$ cat config.mk
export PLATFORM = sky130hd
export DESIGN_NAME = dtc_timer_unit
export DESIGN_NICKNAME = d
export VERILOG_FILES = /design/src/dtc_pkg.sv /design/src/dtc_timer_unit.sv
export SDC_FILE = /design/constraint.sdc
export NUM_CORES = 1
export LEC_CHECK = 0
export BUFFER_PORTS_ARGS = -buffer_cell sky130_fd_sc_hd__buf_2
export CELL_PAD_IN_SITES_DETAIL_PLACEMENT = 0
export CELL_PAD_IN_SITES_GLOBAL_PLACEMENT = 1
export CORE_AREA = 8 8 108 134
export DETAILED_ROUTE_END_ITERATION = 6
export DIE_AREA = 0 0 116 142
export HOLD_SLACK_MARGIN = 0.02
export PLACE_DENSITY = 0.75
export SLEW_MARGIN = 20
export SYNTH_ARGS = -nofsm -noshare
export SYNTH_HDL_FRONTEND = slang
export SYNTH_SLANG_ARGS = --single-unit
$ cat constraint.sdc
create_clock -name clock -period 4.5 [get_ports clock]
set_input_delay 0.9 -clock clock [delete_from_list [all_inputs] [get_ports clock]]
set_output_delay 0.9 -clock clock [all_outputs]
set_load 0.03 [all_outputs]
$ cat src/dtc_pkg.sv
// package for the dual timer/counter unit: register map and constants
package dtc_pkg;
	// register byte addresses on the bus
	localparam logic [7:0] ADDR_CONTROL = 8'h00;
	localparam logic [7:0] ADDR_MODE = 8'h04;
	localparam logic [7:0] ADDR_T0_LOW = 8'h08;
	localparam logic [7:0] ADDR_T0_HIGH = 8'h0C;
	localparam logic [7:0] ADDR_T1_LOW = 8'h10;
	localparam logic [7:0] ADDR_T1_HIGH = 8'h14;
	localparam logic [7:0] ADDR_SERVICE = 8'h18;
	localparam logic [7:0] ADDR_PINS = 8'h1C;
	// control register bit positions
	localparam int CTL_T1_FLAG = 7;
	localparam int CTL_T1_RUN = 6;
	localparam int CTL_T0_FLAG = 5;
	localparam int CTL_T0_RUN = 4;
	localparam int CTL_E1_FLAG = 3;
	localparam int CTL_E1_TYPE = 2;
	localparam int CTL_E0_FLAG = 1;
	localparam int CTL_E0_TYPE = 0;
	// mode group layout, per four-bit group
	localparam int MOD_GATE = 3;
	localparam int MOD_SOURCE = 2;
	localparam int MOD_FIELD_HI = 1;
	localparam int MOD_FIELD_LO = 0;
	localparam int MOD_GROUP_T1 = 4;
	// service acknowledge bits (write one)
	localparam int SVC_T0 = 0;
	localparam int SVC_T1 = 1;
	localparam int SVC_E0 = 2;
	localparam int SVC_E1 = 3;
	// reset values
	localparam logic [7:0] CONTROL_RESET = 8'h00;
	localparam logic [7:0] MODE_RESET = 8'h00;
	localparam logic [7:0] COUNT_RESET = 8'h00;
	// machine cycle in processor clocks
	localparam int MACHINE_CLOCKS = 12;
	localparam logic [3:0] MACHINE_LAST = 4'(MACHINE_CLOCKS - 1);
	// mode codes
	localparam logic [1:0] MODE_13BIT = 2'h0;
	localparam logic [1:0] MODE_16BIT = 2'h1;
	localparam logic [1:0] MODE_RELOAD = 2'h2;
	localparam logic [1:0] MODE_SPLIT = 2'h3;
	localparam logic [1:0] HTRANS_NONSEQ = 2'h2;
endpackage

$ cat src/dtc_timer_unit.sv
// dual timer/counter unit with an ahb-lite register slave
//
// Notes on behaviour
// - two independent 16-bit timer/counters, each set to timing or counting
// - timing advances once per machine cycle of twelve clocks
// - counting advances on a falling edge of the count input
// - edge recognition spans two machine cycles; max rate one per 24 clocks
// - overflow sets flag; software or interrupt service clears it
// - timer counts only while its run bit is set; stop keeps count
// - falling edge on external pin sets its edge flag; service clears it
// - trigger-type bit picks falling edge or low level for the request
// - gating set: count only while external pin high and run set
// - source bit one counts events, zero counts machine cycles
// - two-bit mode field selects modes 0 to 3
// - mode 0: 13-bit count, low byte upper three bits held zero
// - mode 2: low byte counts, reloads from high byte on overflow
// - mode 3 stops timer 1; splits timer 0 into two 8-bit counters
// - split: low byte uses timer 0 controls, high byte timer 1 run/flag
`timescale 1ns/1ns
module dtc_timer_unit
(
	// clock and reset
	input wire logic clock,
	input wire logic rst,
	// ahb-lite slave
	input wire logic hsel,
	input wire logic [7:0] haddr,
	input wire logic [1:0] htrans,
	input wire logic hwrite,
	input wire logic [2:0] hsize,
	input wire logic [31:0] hwdata,
	input wire logic hready,
	output logic [31:0] hrdata,
	output logic hreadyout,
	output logic hresp,
	// pins
	input wire logic timerZeroCountInput,
	input wire logic timerOneCountInput,
	input wire logic extZeroPin,
	input wire logic extOnePin,
	// requests toward the interrupt controller
	output logic timerZeroRequest,
	output logic timerOneRequest,
	output logic extZeroRequest,
	output logic extOneRequest
);
	logic [7:0] control_reg;
	logic [7:0] mode_reg;
	logic [7:0] countLow_reg [2];
	logic [7:0] countHigh_reg [2];
	logic [3:0] phase_reg;
	logic machineTick;
	logic [1:0] cntSample_reg;
	logic [1:0] cntPrev_reg;
	logic [1:0] extSample_reg;
	logic [1:0] extPrev_reg;
	logic [1:0] countEdge;
	logic [1:0] extFall;
	logic [1:0] advance;
	logic [1:0] wrapLow;
	logic [1:0] wrapFull;
	logic splitHighStep;
	logic splitHighWrap;
	logic [1:0] overflow;
	logic wrPending_reg;
	logic [7:0] wrAddr_reg;
	logic [7:0] wdata;
	logic [3:0] svc;
	logic [31:0] rdataNext;

	assign hreadyout = 1'b1;
	assign hresp = 1'b0;
	assign wdata = hwdata[7:0];

	// machine cycle divider
	always_ff @(posedge clock)
	begin
		if (rst || phase_reg == dtc_pkg::MACHINE_LAST)
			phase_reg <= 4'h0;
		else
			phase_reg <= phase_reg + 4'h1;
	end
	assign machineTick = (phase_reg == dtc_pkg::MACHINE_LAST);

	// pins sampled once per machine cycle; edge seen across two samples
	always_ff @(posedge clock)
	begin
		if (rst)
		begin
			cntSample_reg <= 2'h3;
			cntPrev_reg <= 2'h3;
			extSample_reg <= 2'h3;
			extPrev_reg <= 2'h3;
		end
		else if (machineTick)
		begin
			cntPrev_reg <= cntSample_reg;
			cntSample_reg <= {timerOneCountInput, timerZeroCountInput};
			extPrev_reg <= extSample_reg;
			extSample_reg <= {extOnePin, extZeroPin};
		end
	end

	// per-timer advance condition
	for (genvar i = 0; i < 2; i++)
	begin : g_adv
		logic [3:0] grp;
		logic run;
		assign grp = mode_reg[i*dtc_pkg::MOD_GROUP_T1 +: 4];
		assign run = (i == 0) ? control_reg[dtc_pkg::CTL_T0_RUN]
			: control_reg[dtc_pkg::CTL_T1_RUN];
		assign countEdge[i] = machineTick && cntPrev_reg[i]
			&& !cntSample_reg[i];
		assign extFall[i] = machineTick && extPrev_reg[i] && !extSample_reg[i];
		assign advance[i] = run
			&& (!grp[dtc_pkg::MOD_GATE] || extSample_reg[i])
			&& (grp[dtc_pkg::MOD_SOURCE] ? countEdge[i] : machineTick)
			&& !(i == 1 && grp[1:0] == dtc_pkg::MODE_SPLIT);
		assign wrapLow[i] = advance[i] && countLow_reg[i] == 8'hFF;
		// low five bits plus high byte form 13 bits
		assign wrapFull[i] = advance[i] && countHigh_reg[i] == 8'hFF
			&& (grp[1:0] == dtc_pkg::MODE_13BIT
			? countLow_reg[i][4:0] == 5'h1F : countLow_reg[i] == 8'hFF);
	end

	// split mode high byte of timer 0 runs on timer 1 run, machine cycles
	assign splitHighStep = mode_reg[1:0] == dtc_pkg::MODE_SPLIT
		&& control_reg[dtc_pkg::CTL_T1_RUN] && machineTick;
	assign splitHighWrap = splitHighStep && countHigh_reg[0] == 8'hFF;

	// overflow per flag
	always_comb
	begin
		overflow = 2'h0;
		for (int i = 0; i < 2; i++)
		begin
			case (mode_reg[i*4 +: 2])
				dtc_pkg::MODE_RELOAD: overflow[i] = wrapLow[i];
				dtc_pkg::MODE_SPLIT: overflow[i] = (i == 0) ? wrapLow[0] : 1'b0;
				default: overflow[i] = wrapFull[i];
			endcase
		end
		if (splitHighWrap)
			overflow[1] = 1'b1;
	end

	// bus write data phase capture
	always_ff @(posedge clock)
	begin
		if (rst)
		begin
			wrPending_reg <= 1'b0;
			wrAddr_reg <= 8'h00;
		end
		else if (hready)
		begin
			wrPending_reg <= hsel && htrans == dtc_pkg::HTRANS_NONSEQ && hwrite;
			wrAddr_reg <= haddr;
		end
	end
	assign svc = (wrPending_reg && wrAddr_reg == dtc_pkg::ADDR_SERVICE)
		? wdata[3:0] : 4'h0;

	// counters
	for (genvar i = 0; i < 2; i++)
	begin : g_cnt
		logic wrLow;
		logic wrHigh;
		logic [1:0] md;
		assign wrLow = wrPending_reg && wrAddr_reg ==
			((i == 0) ? dtc_pkg::ADDR_T0_LOW : dtc_pkg::ADDR_T1_LOW);
		assign wrHigh = wrPending_reg && wrAddr_reg ==
			((i == 0) ? dtc_pkg::ADDR_T0_HIGH : dtc_pkg::ADDR_T1_HIGH);
		assign md = mode_reg[i*4 +: 2];
		always_ff @(posedge clock)
		begin
			if (rst)
			begin
				countLow_reg[i] <= dtc_pkg::COUNT_RESET;
				countHigh_reg[i] <= dtc_pkg::COUNT_RESET;
			end
			else
			begin
				if (wrLow)
					countLow_reg[i] <= wdata;
				else if (md == dtc_pkg::MODE_13BIT && advance[i])
					countLow_reg[i] <= {3'h0, countLow_reg[i][4:0] + 5'h1};
				else if (md == dtc_pkg::MODE_RELOAD && wrapLow[i])
					countLow_reg[i] <= countHigh_reg[i];
				else if (advance[i])
					countLow_reg[i] <= countLow_reg[i] + 8'h01;
				if (wrHigh)
					countHigh_reg[i] <= wdata;
				else if (i == 0 && md == dtc_pkg::MODE_SPLIT)
				begin
					if (splitHighStep)
						countHigh_reg[i] <= countHigh_reg[i] + 8'h01;
				end
				else if (md == dtc_pkg::MODE_13BIT && advance[i]
					&& countLow_reg[i][4:0] == 5'h1F)
					countHigh_reg[i] <= countHigh_reg[i] + 8'h01;
				else if (md == dtc_pkg::MODE_16BIT && wrapLow[i])
					countHigh_reg[i] <= countHigh_reg[i] + 8'h01;
			end
		end
	end

	// mode register
	always_ff @(posedge clock)
	begin
		if (rst)
			mode_reg <= dtc_pkg::MODE_RESET;
		else if (wrPending_reg && wrAddr_reg == dtc_pkg::ADDR_MODE)
			mode_reg <= wdata;
	end

	// control register; hardware set beats software clear
	always_ff @(posedge clock)
	begin
		logic [7:0] c;
		c = control_reg;
		if (rst)
			control_reg <= dtc_pkg::CONTROL_RESET;
		else
		begin
			if (wrPending_reg && wrAddr_reg == dtc_pkg::ADDR_CONTROL)
				c = wdata;
			if (svc[dtc_pkg::SVC_T0])
				c[dtc_pkg::CTL_T0_FLAG] = 1'b0;
			if (svc[dtc_pkg::SVC_T1])
				c[dtc_pkg::CTL_T1_FLAG] = 1'b0;
			if (svc[dtc_pkg::SVC_E0])
				c[dtc_pkg::CTL_E0_FLAG] = 1'b0;
			if (svc[dtc_pkg::SVC_E1])
				c[dtc_pkg::CTL_E1_FLAG] = 1'b0;
			if (overflow[0])
				c[dtc_pkg::CTL_T0_FLAG] = 1'b1;
			if (overflow[1])
				c[dtc_pkg::CTL_T1_FLAG] = 1'b1;
			if (extFall[0])
				c[dtc_pkg::CTL_E0_FLAG] = 1'b1;
			if (extFall[1])
				c[dtc_pkg::CTL_E1_FLAG] = 1'b1;
			control_reg <= c;
		end
	end

	// interrupt requests: timer overflow flags; external edge flag or low level
	assign timerZeroRequest = control_reg[dtc_pkg::CTL_T0_FLAG];
	assign timerOneRequest = control_reg[dtc_pkg::CTL_T1_FLAG];
	assign extZeroRequest = control_reg[dtc_pkg::CTL_E0_TYPE]
		? control_reg[dtc_pkg::CTL_E0_FLAG] : !extSample_reg[0];
	assign extOneRequest = control_reg[dtc_pkg::CTL_E1_TYPE]
		? control_reg[dtc_pkg::CTL_E1_FLAG] : !extSample_reg[1];

	// read data, registered at the address phase
	always_comb
	begin
		rdataNext = 32'h0;
		case (haddr)
			dtc_pkg::ADDR_CONTROL: rdataNext[7:0] = control_reg;
			dtc_pkg::ADDR_MODE: rdataNext[7:0] = mode_reg;
			dtc_pkg::ADDR_T0_LOW: rdataNext[7:0] = countLow_reg[0];
			dtc_pkg::ADDR_T0_HIGH: rdataNext[7:0] = countHigh_reg[0];
			dtc_pkg::ADDR_T1_LOW: rdataNext[7:0] = countLow_reg[1];
			dtc_pkg::ADDR_T1_HIGH: rdataNext[7:0] = countHigh_reg[1];
			dtc_pkg::ADDR_PINS: rdataNext[3:0] = {extSample_reg, cntSample_reg};
			default: rdataNext = 32'h0;
		endcase
	end
	always_ff @(posedge clock)
	begin
		if (rst)
			hrdata <= 32'h0;
		else if (hready && hsel && htrans == dtc_pkg::HTRANS_NONSEQ && !hwrite)
			hrdata <= rdataNext;
	end

	// checks
	a_tick_period: assert property (
		@(posedge clock) disable iff (rst)
		machineTick |=> !machineTick [*8])
		else $error("machine tick too frequent");
	a_tick_due: assert property (
		@(posedge clock) disable iff (rst)
		machineTick |-> ##12 machineTick)
		else $error("machine tick missing");
	a_stop_holds: assert property (
		@(posedge clock) disable iff (rst)
		!control_reg[dtc_pkg::CTL_T0_RUN] && !wrPending_reg
		|=> $stable(countLow_reg[0]))
		else $error("stopped timer changed");
	a_flag_sets: assert property (
		@(posedge clock) disable iff (rst)
		overflow[0] |=> control_reg[dtc_pkg::CTL_T0_FLAG])
		else $error("overflow flag not set");
	a_service_clears: assert property (
		@(posedge clock) disable iff (rst)
		svc[dtc_pkg::SVC_T0] && !overflow[0]
		|=> !control_reg[dtc_pkg::CTL_T0_FLAG])
		else $error("serviced flag still set");
	a_ext_edge: assert property (
		@(posedge clock) disable iff (rst)
		extFall[1] |=> control_reg[dtc_pkg::CTL_E1_FLAG])
		else $error("edge flag not set");
	a_level_req: assert property (
		@(posedge clock) disable iff (rst)
		!control_reg[dtc_pkg::CTL_E1_TYPE] && !extSample_reg[1]
		|-> extOneRequest)
		else $error("low level gave no request");
	a_mode0_top: assert property (
		@(posedge clock) disable iff (rst)
		mode_reg[1:0] == dtc_pkg::MODE_13BIT && !$past(wrPending_reg)
		&& $past(mode_reg[1:0]) == dtc_pkg::MODE_13BIT
		&& $past(advance[0]) |-> countLow_reg[0][7:5] == 3'h0)
		else $error("13-bit low byte upper bits set");
	a_mode0_carry: assert property (
		@(posedge clock) disable iff (rst)
		mode_reg[1:0] == dtc_pkg::MODE_13BIT && advance[0]
		&& countLow_reg[0][4:0] == 5'h1F && !wrPending_reg
		|=> countLow_reg[0][4:0] == 5'h00
		&& countHigh_reg[0] == $past(countHigh_reg[0]) + 8'h01)
		else $error("13-bit carry lost");
	a_reload_low: assert property (
		@(posedge clock) disable iff (rst)
		mode_reg[1:0] == dtc_pkg::MODE_RELOAD && wrapLow[0] && !wrPending_reg
		|=> countLow_reg[0] == $past(countHigh_reg[0]))
		else $error("reload missed");
	a_t1_split_stop: assert property (
		@(posedge clock) disable iff (rst)
		mode_reg[5:4] == dtc_pkg::MODE_SPLIT && !wrPending_reg
		|=> $stable(countLow_reg[1]) && $stable(countHigh_reg[1]))
		else $error("timer one ran in mode three");
	a_split_high: assert property (
		@(posedge clock) disable iff (rst)
		splitHighWrap && !wrPending_reg
		|=> countHigh_reg[0] == 8'h00 && control_reg[dtc_pkg::CTL_T1_FLAG])
		else $error("split high byte wrap missed");
	a_wrap_full: assert property (
		@(posedge clock) disable iff (rst)
		mode_reg[1:0] == dtc_pkg::MODE_16BIT && !wrPending_reg
		&& advance[0] && countLow_reg[0] == 8'hFF
		&& countHigh_reg[0] == 8'hFF
		|=> {countHigh_reg[0], countLow_reg[0]} == 16'h0000)
		else $error("16-bit count did not wrap");
	a_event_edge: assert property (
		@(posedge clock) disable iff (rst)
		advance[0] && mode_reg[dtc_pkg::MOD_SOURCE]
		|-> cntPrev_reg[0] && !cntSample_reg[0])
		else $error("count without falling edge");
	a_gate_low: assert property (
		@(posedge clock) disable iff (rst)
		mode_reg[dtc_pkg::MOD_GATE] && !extSample_reg[0]
		|-> !advance[0])
		else $error("gated timer counted");
endmodule // dtc_timer_unit

# Word level (Yosys, flattened, before mapping)
# Memories as Yosys holds them, arrays and structs flattened.
# Cells that the tools add are included.
# totals
input_bits,54
word_cells,231
reg_bits,45
output_inout_bits,38
ram_bits,32
mem_count,2
# memory_table
name,depth,word_bits,rd,rd_clocked_by_memory_dff,wr,line,source
countHigh_reg,2,8,2,0,2,dtc_timer_unit.sv:50,logic [7:0] countHigh_reg [2];
countLow_reg,2,8,2,0,2,dtc_timer_unit.sv:49,logic [7:0] countLow_reg [2];
# op_classes
eq_ne,26
n_addsub,7
reduce_logical,62
muxes,105
bitwise_logic,15
# op_table
cell,count
$mux 8,16
$mux 1,85
$eq 8x5->1 const B,6
$logic_and 1x1->1,42
$add 8x1->8 const B,4
$eq 8x4->1 const B,4
$eq 8x8->1 const B,4
$pmux 4 s7,1
$pmux 4 s6,1
$eq 8x3->1 const B,2
$logic_not 8->1,2
$or 1x1->1,15
$reduce_bool 3->1,4
$add 5x1->5 const B,2
$eq 2x2->1 const B,5
$eq 5x5->1 const B,2
$logic_not 1->1,8
$add 4x1->4 const B,1
$eq 2x1->1 const B,2
$eq 4x4->1 const B,1
$logic_not 2->1,2
$mux 4,1
$logic_or 1x1->1,3
$pmux 1 s2,1
$reduce_or 2->1,1

# Depth between registers and ports, before layout
# logic_depth
word_depth,15
ltp_mapped,8
ltp_nobuf,8

# Worst setup path after synthesis
# Ideal clock, no wire load.
# synth_timing
kind,input to register
from,input rst
to,memory countLow_reg[1][1] (data pin)
path_buffers,1
required_time_ns,4.234
t_arrival_ns,2.181
setup_time_ns,0.266
stages,6
setup_slack_ns,2.053
cell_sequence,clkbuf_1 > a31oi_1 > nand3_1 > o22a_1 > a31oi_1 > a21oi_1
# synth_lines
element,line,source
"start, declared",dtc_timer_unit.sv:24,"input wire logic rst,"
"end, declared",dtc_timer_unit.sv:49,

==> results <==
- The start point of the critical path is phase_reg[0]$_SDFF_PP0_.
- The worst reg2reg path startpoint is phase_reg[0]$_SDFF_PP0_.
- The time the worst path needs with I/O delays and setup is 3.004 ns.
- The top fanout value on the critical path is 15.
- The floorplan step defined a core boundary enclosing 12430 um^2.
- The signal on the critical path passes through ha_1, nand3b_4, a2111oi_4, nand2_2, nor4_4, mux2i_1, nor2_1.
- The residual overflow from global routing is 0.
- Setup violations remaining at the end of the flow were counted as 0.
- Clock-pin slew was measured on the worst setup and hold paths at 0.06 ns.
- The tool flagged a number of max-cap violations equal to 0.
- The row count is 46.
- Across all layers, the routed design uses 4039 vias.
- The clock reaches the later pin of the worst-skew pair after 0.35 ns.
- The number of hold buffers added after CTS is 0.
- The top cell types in the final layout, fill and taps aside, are sky130_fd_sc_hd__nand2_1, sky130_fd_sc_hd__nor2_1, sky130_fd_sc_hd__dfxtp_1, sky130_fd_sc_hd__buf_2, sky130_fd_sc_hd__a21oi_1.
- Wires add up to 13330 um.
- The register-to-register setup slack is 1.50 ns.
- IR analysis of the VDD net gives a maximum drop of between 0.1 and 0.15 mV.
- The highest-delay cell along the critical path is sky130_fd_sc_hd__nor4_4.
- The startpoint class of the critical path is a register.
- Setup repair after global routing left no endpoint under its margin.
- Summing every instance area after synthesis gives 4813 um^2.
- Setup total negative slack on the finished layout was measured at 0 ns.
- The portion of the post-synthesis area used by sequential elements is 0.3868.
- The die is 116 um wide.
- The flow ran to the end, and the final reports show no timing, DRC or antenna violations.
- For the final database, setup skew stands at 0.007181 ns.
- The routability congestion estimate is 0.8874.
- The post-synthesis async set-or-reset flop share is 0.
- The first-pass detailed-route iteration total is 6.
- The worst-case hold slack is 0.4563 ns.
- The starting utilization of the core area is 0.3872.
- The first global-routing pass estimated 21020 um of wire.
- Leaving out fill and tap cells, the most frequent cell in the layout is sky130_fd_sc_hd__nand2_1.
- CTS saw 77 sinks.
- Buffers placed on the I/O ports in this run total 38.
- For this run, the top clock speed supported by timing is ~330 MHz.
- The number of cells on the worst reg-to-reg path is 7.
- The type of the worst min-delay path is reg -> reg.
- Dividing the detail-routed via count by the number of cells gives approximately 5.4.
- For this design the top-level I/O count stands at slightly above 90.
- The HPWL after detailed placement is 10010 um.
- The number of standard cells in the final layout excluding fillers is about 740.
- Yosys mapped the design onto between 60 and 70 distinct sky130hd cell types.
- The leakage power of the design is 2.001 nW.
- The die covers 16470 um^2.
- The area growth from synthesis to final layout is 11.23%.
- The global-route usage over all layers is 0.1659.
- Of the available clock period, the critical path in the final layout requires 0.6676.
- The predominant post-synthesis flop cell is sky130_fd_sc_hd__dfxtp_1.
- The per-instance average area after synthesis is 8.848 um^2.
- The share of post-route cells with drive strength above 1 is 0.1359.
- The critical register-to-register path endpoint is countHigh_reg[1][1]$_SDFFCE_PN0P_.
- The post-CTS repair timing setup buffer count is 0.
- After detailed routing, the number of remaining DRC violations is 0.
- The critical path data arrival time is ~3.1 ns.
- The number of antenna diodes in the final layout is 0.
- The number of DRC markers after the initial detailed-route iteration is 263.
- The initial antenna violation count is 0.
- The synthesized design contains 32 enable-type register cells.
- For this design the ratio of total power to cell area is 319.3 nW/um^2.
- The routed wire length per instance is 17.96 um.
- The number of endpoints with negative hold slack in the final report is 0.
- The highest cell delay on the worst timing path is 0.72 ns.
- The number of synthesized register bits is 77.
- At the worst endpoint, the required time is 4.57 ns.
- The antenna violation net count after detailed routing is 0.
- The root buffer cell chosen for the clock tree is sky130_fd_sc_hd__clkbuf_16.
- The kind of critical path is reg -> reg.
- The layout net count is between 600 and 700.
- The count of final max-slew check failures is 0.
- Following the worst setup path forward leads to its endpoint at countHigh_reg[1][1]$_SDFFCE_PN0P_.
- The number of warnings printed during yosys synthesis is 0.
- The number of levels the H-tree was split into is 3.
- For the pin with the worst max-slew slack, the measured transition is ~1.1 ns.
- The floorplan die height is 142 um.
- TritonCTS built the clock tree.
- The number of gates given a new drive strength after cts is 0.
- The max-slew headroom at the worst pin is 0.2849.
- The number of standard cells after synthesis is ~540.
- The post-placement cell count is 726.
- The kind of end point of the critical path is a register.
- The number of global-route vias before repair is roughly 4000.
- TritonCTS created 9 clock buffers.
- Entering global routing, the biggest net connects 41 pins.
- Counting along the longest clock path gives a buffer depth of 2.
-- layout make-up --
cell class | instances | area, um^2
clock buffers | 15 | 331.6
clock inverters | 1 | 5.005
fillers | 1256 | 7078
inverters | 13 | 48.80
multi-input cells | 429 | 2699
flip-flops and latches | 77 | 1862
well taps | 168 | 210.2
repair buffers | 39 | 197.7
-- per-layer routing --
layer | vias to the layer above | global-route usage | share of wire
li1 | 1961 | - | -
met2 | 133 | 0.2733 | 0.48
met4 | 0 | 0.09446 | 0.040
met3 | 30 | 0.03100 | 0.056
met1 | 1915 | 0.1969 | 0.42
met5 | - | 0 | 0
-- synth_stat cells, drive strengths merged, types with 3 or more instances --
library cell	count	area [um^2]
dfxtp	45	900.9
xnor2	12	105.1
nor3	8	45.04
nand3	22	110.1
nor2b	5	31.28
nor4	4	55.05
a31oi	11	75.07
nand3b	12	102.6
a211oi	13	112.6
a21oi	33	165.2
a22oi	11	82.58
inv	13	48.80
and3	8	50.05
o22ai	4	25.02
nand2b	6	37.54
xor2	9	78.83
nand2	82	310.3
nor3b	6	56.31
o22a	3	26.28
a2bb2oi	3	26.28
ha	7	87.58
buf	31	225.2
or3	3	18.77
o21ai	27	135.1
nor2	54	202.7
edfxtp	32	960.9
mux2i	27	270.3
mux4	5	112.6
clkbuf	18	68.81
-- power by group --
part,internal (W),switching [W],total (W)
Sequential,0.000744,0.0000260,0.000770
Clock,0.000504,0.000287,0.000791
Combinational,0.0000476,0.000101,0.000148
Total,0.00130,0.000414,0.00171
-- worst max-delay path, delay by kind of cell, from the launching register on --
family,cells,cell delay (ns)
adders and majority gates,1,0.29
AOI/OAI and AO/OA,1,0.69
and+or+nand+nor,4,1.14
muxes,1,0.26
DFF,1,0.35
-- worst min-delay path by stage --
stage | startpoint | slack (ns) | cells past startpoint | to
5_1_grt | phase_reg[0]$_SDFF_PP0_ | 0.49 | 1 | phase_reg[0]$_SDFF_PP0_
2_1_floorplan | phase_reg[0]$_SDFF_PP0_ | 0.43 | 1 | phase_reg[0]$_SDFF_PP0_
6_report | phase_reg[0]$_SDFF_PP0_ | 0.46 | 1 | phase_reg[0]$_SDFF_PP0_
3_3_place_gp | hrdata[1]$_SDFFE_PP0P_ | 0.44 | 2 | hrdata[1]$_SDFFE_PP0P_
4_1_cts | phase_reg[0]$_SDFF_PP0_ | 0.46 | 1 | phase_reg[0]$_SDFF_PP0_
3_5_place_dp | phase_reg[0]$_SDFF_PP0_ | 0.45 | 1 | phase_reg[0]$_SDFF_PP0_
-- through the flow --
stage / setup slack [ns] / power [W] / area [um^2] / utilization
3_5_place_dp: 1.497 / 0.0009310 / 5017 / 0.4036
6_report: 1.496 / 0.001709 / 5354 / 0.4307
5_1_grt: 1.209 / 0.001764 / 5354 / 0.4307
2_1_floorplan: 2.053 / 0.0008996 / 4903 / -
3_3_place_gp: 1.559 / 0.0009285 / 5017 / 0.4036
4_1_cts: 1.460 / 0.001719 / 5354 / 0.4307
-- kinds of logic (layout without fill, tap and decap cells) --
| family | after synthesis | count (layout) | synth area share |
|---|---|---|---|
| other cells | 2 | 26 | 0.001560 |
| flops | 77 | 77 | 0.3868 |
| simple gates | 221 | 221 | 0.2303 |
| mux | 34 | 34 | 0.08422 |
| compound gates | 120 | 120 | 0.1695 |
| fa+ha+maj | 7 | 7 | 0.01820 |
| xor+xnor | 21 | 21 | 0.03821 |
| buf+inv | 62 | 68 | 0.07122 |
(Power assumes the default switching activity.)
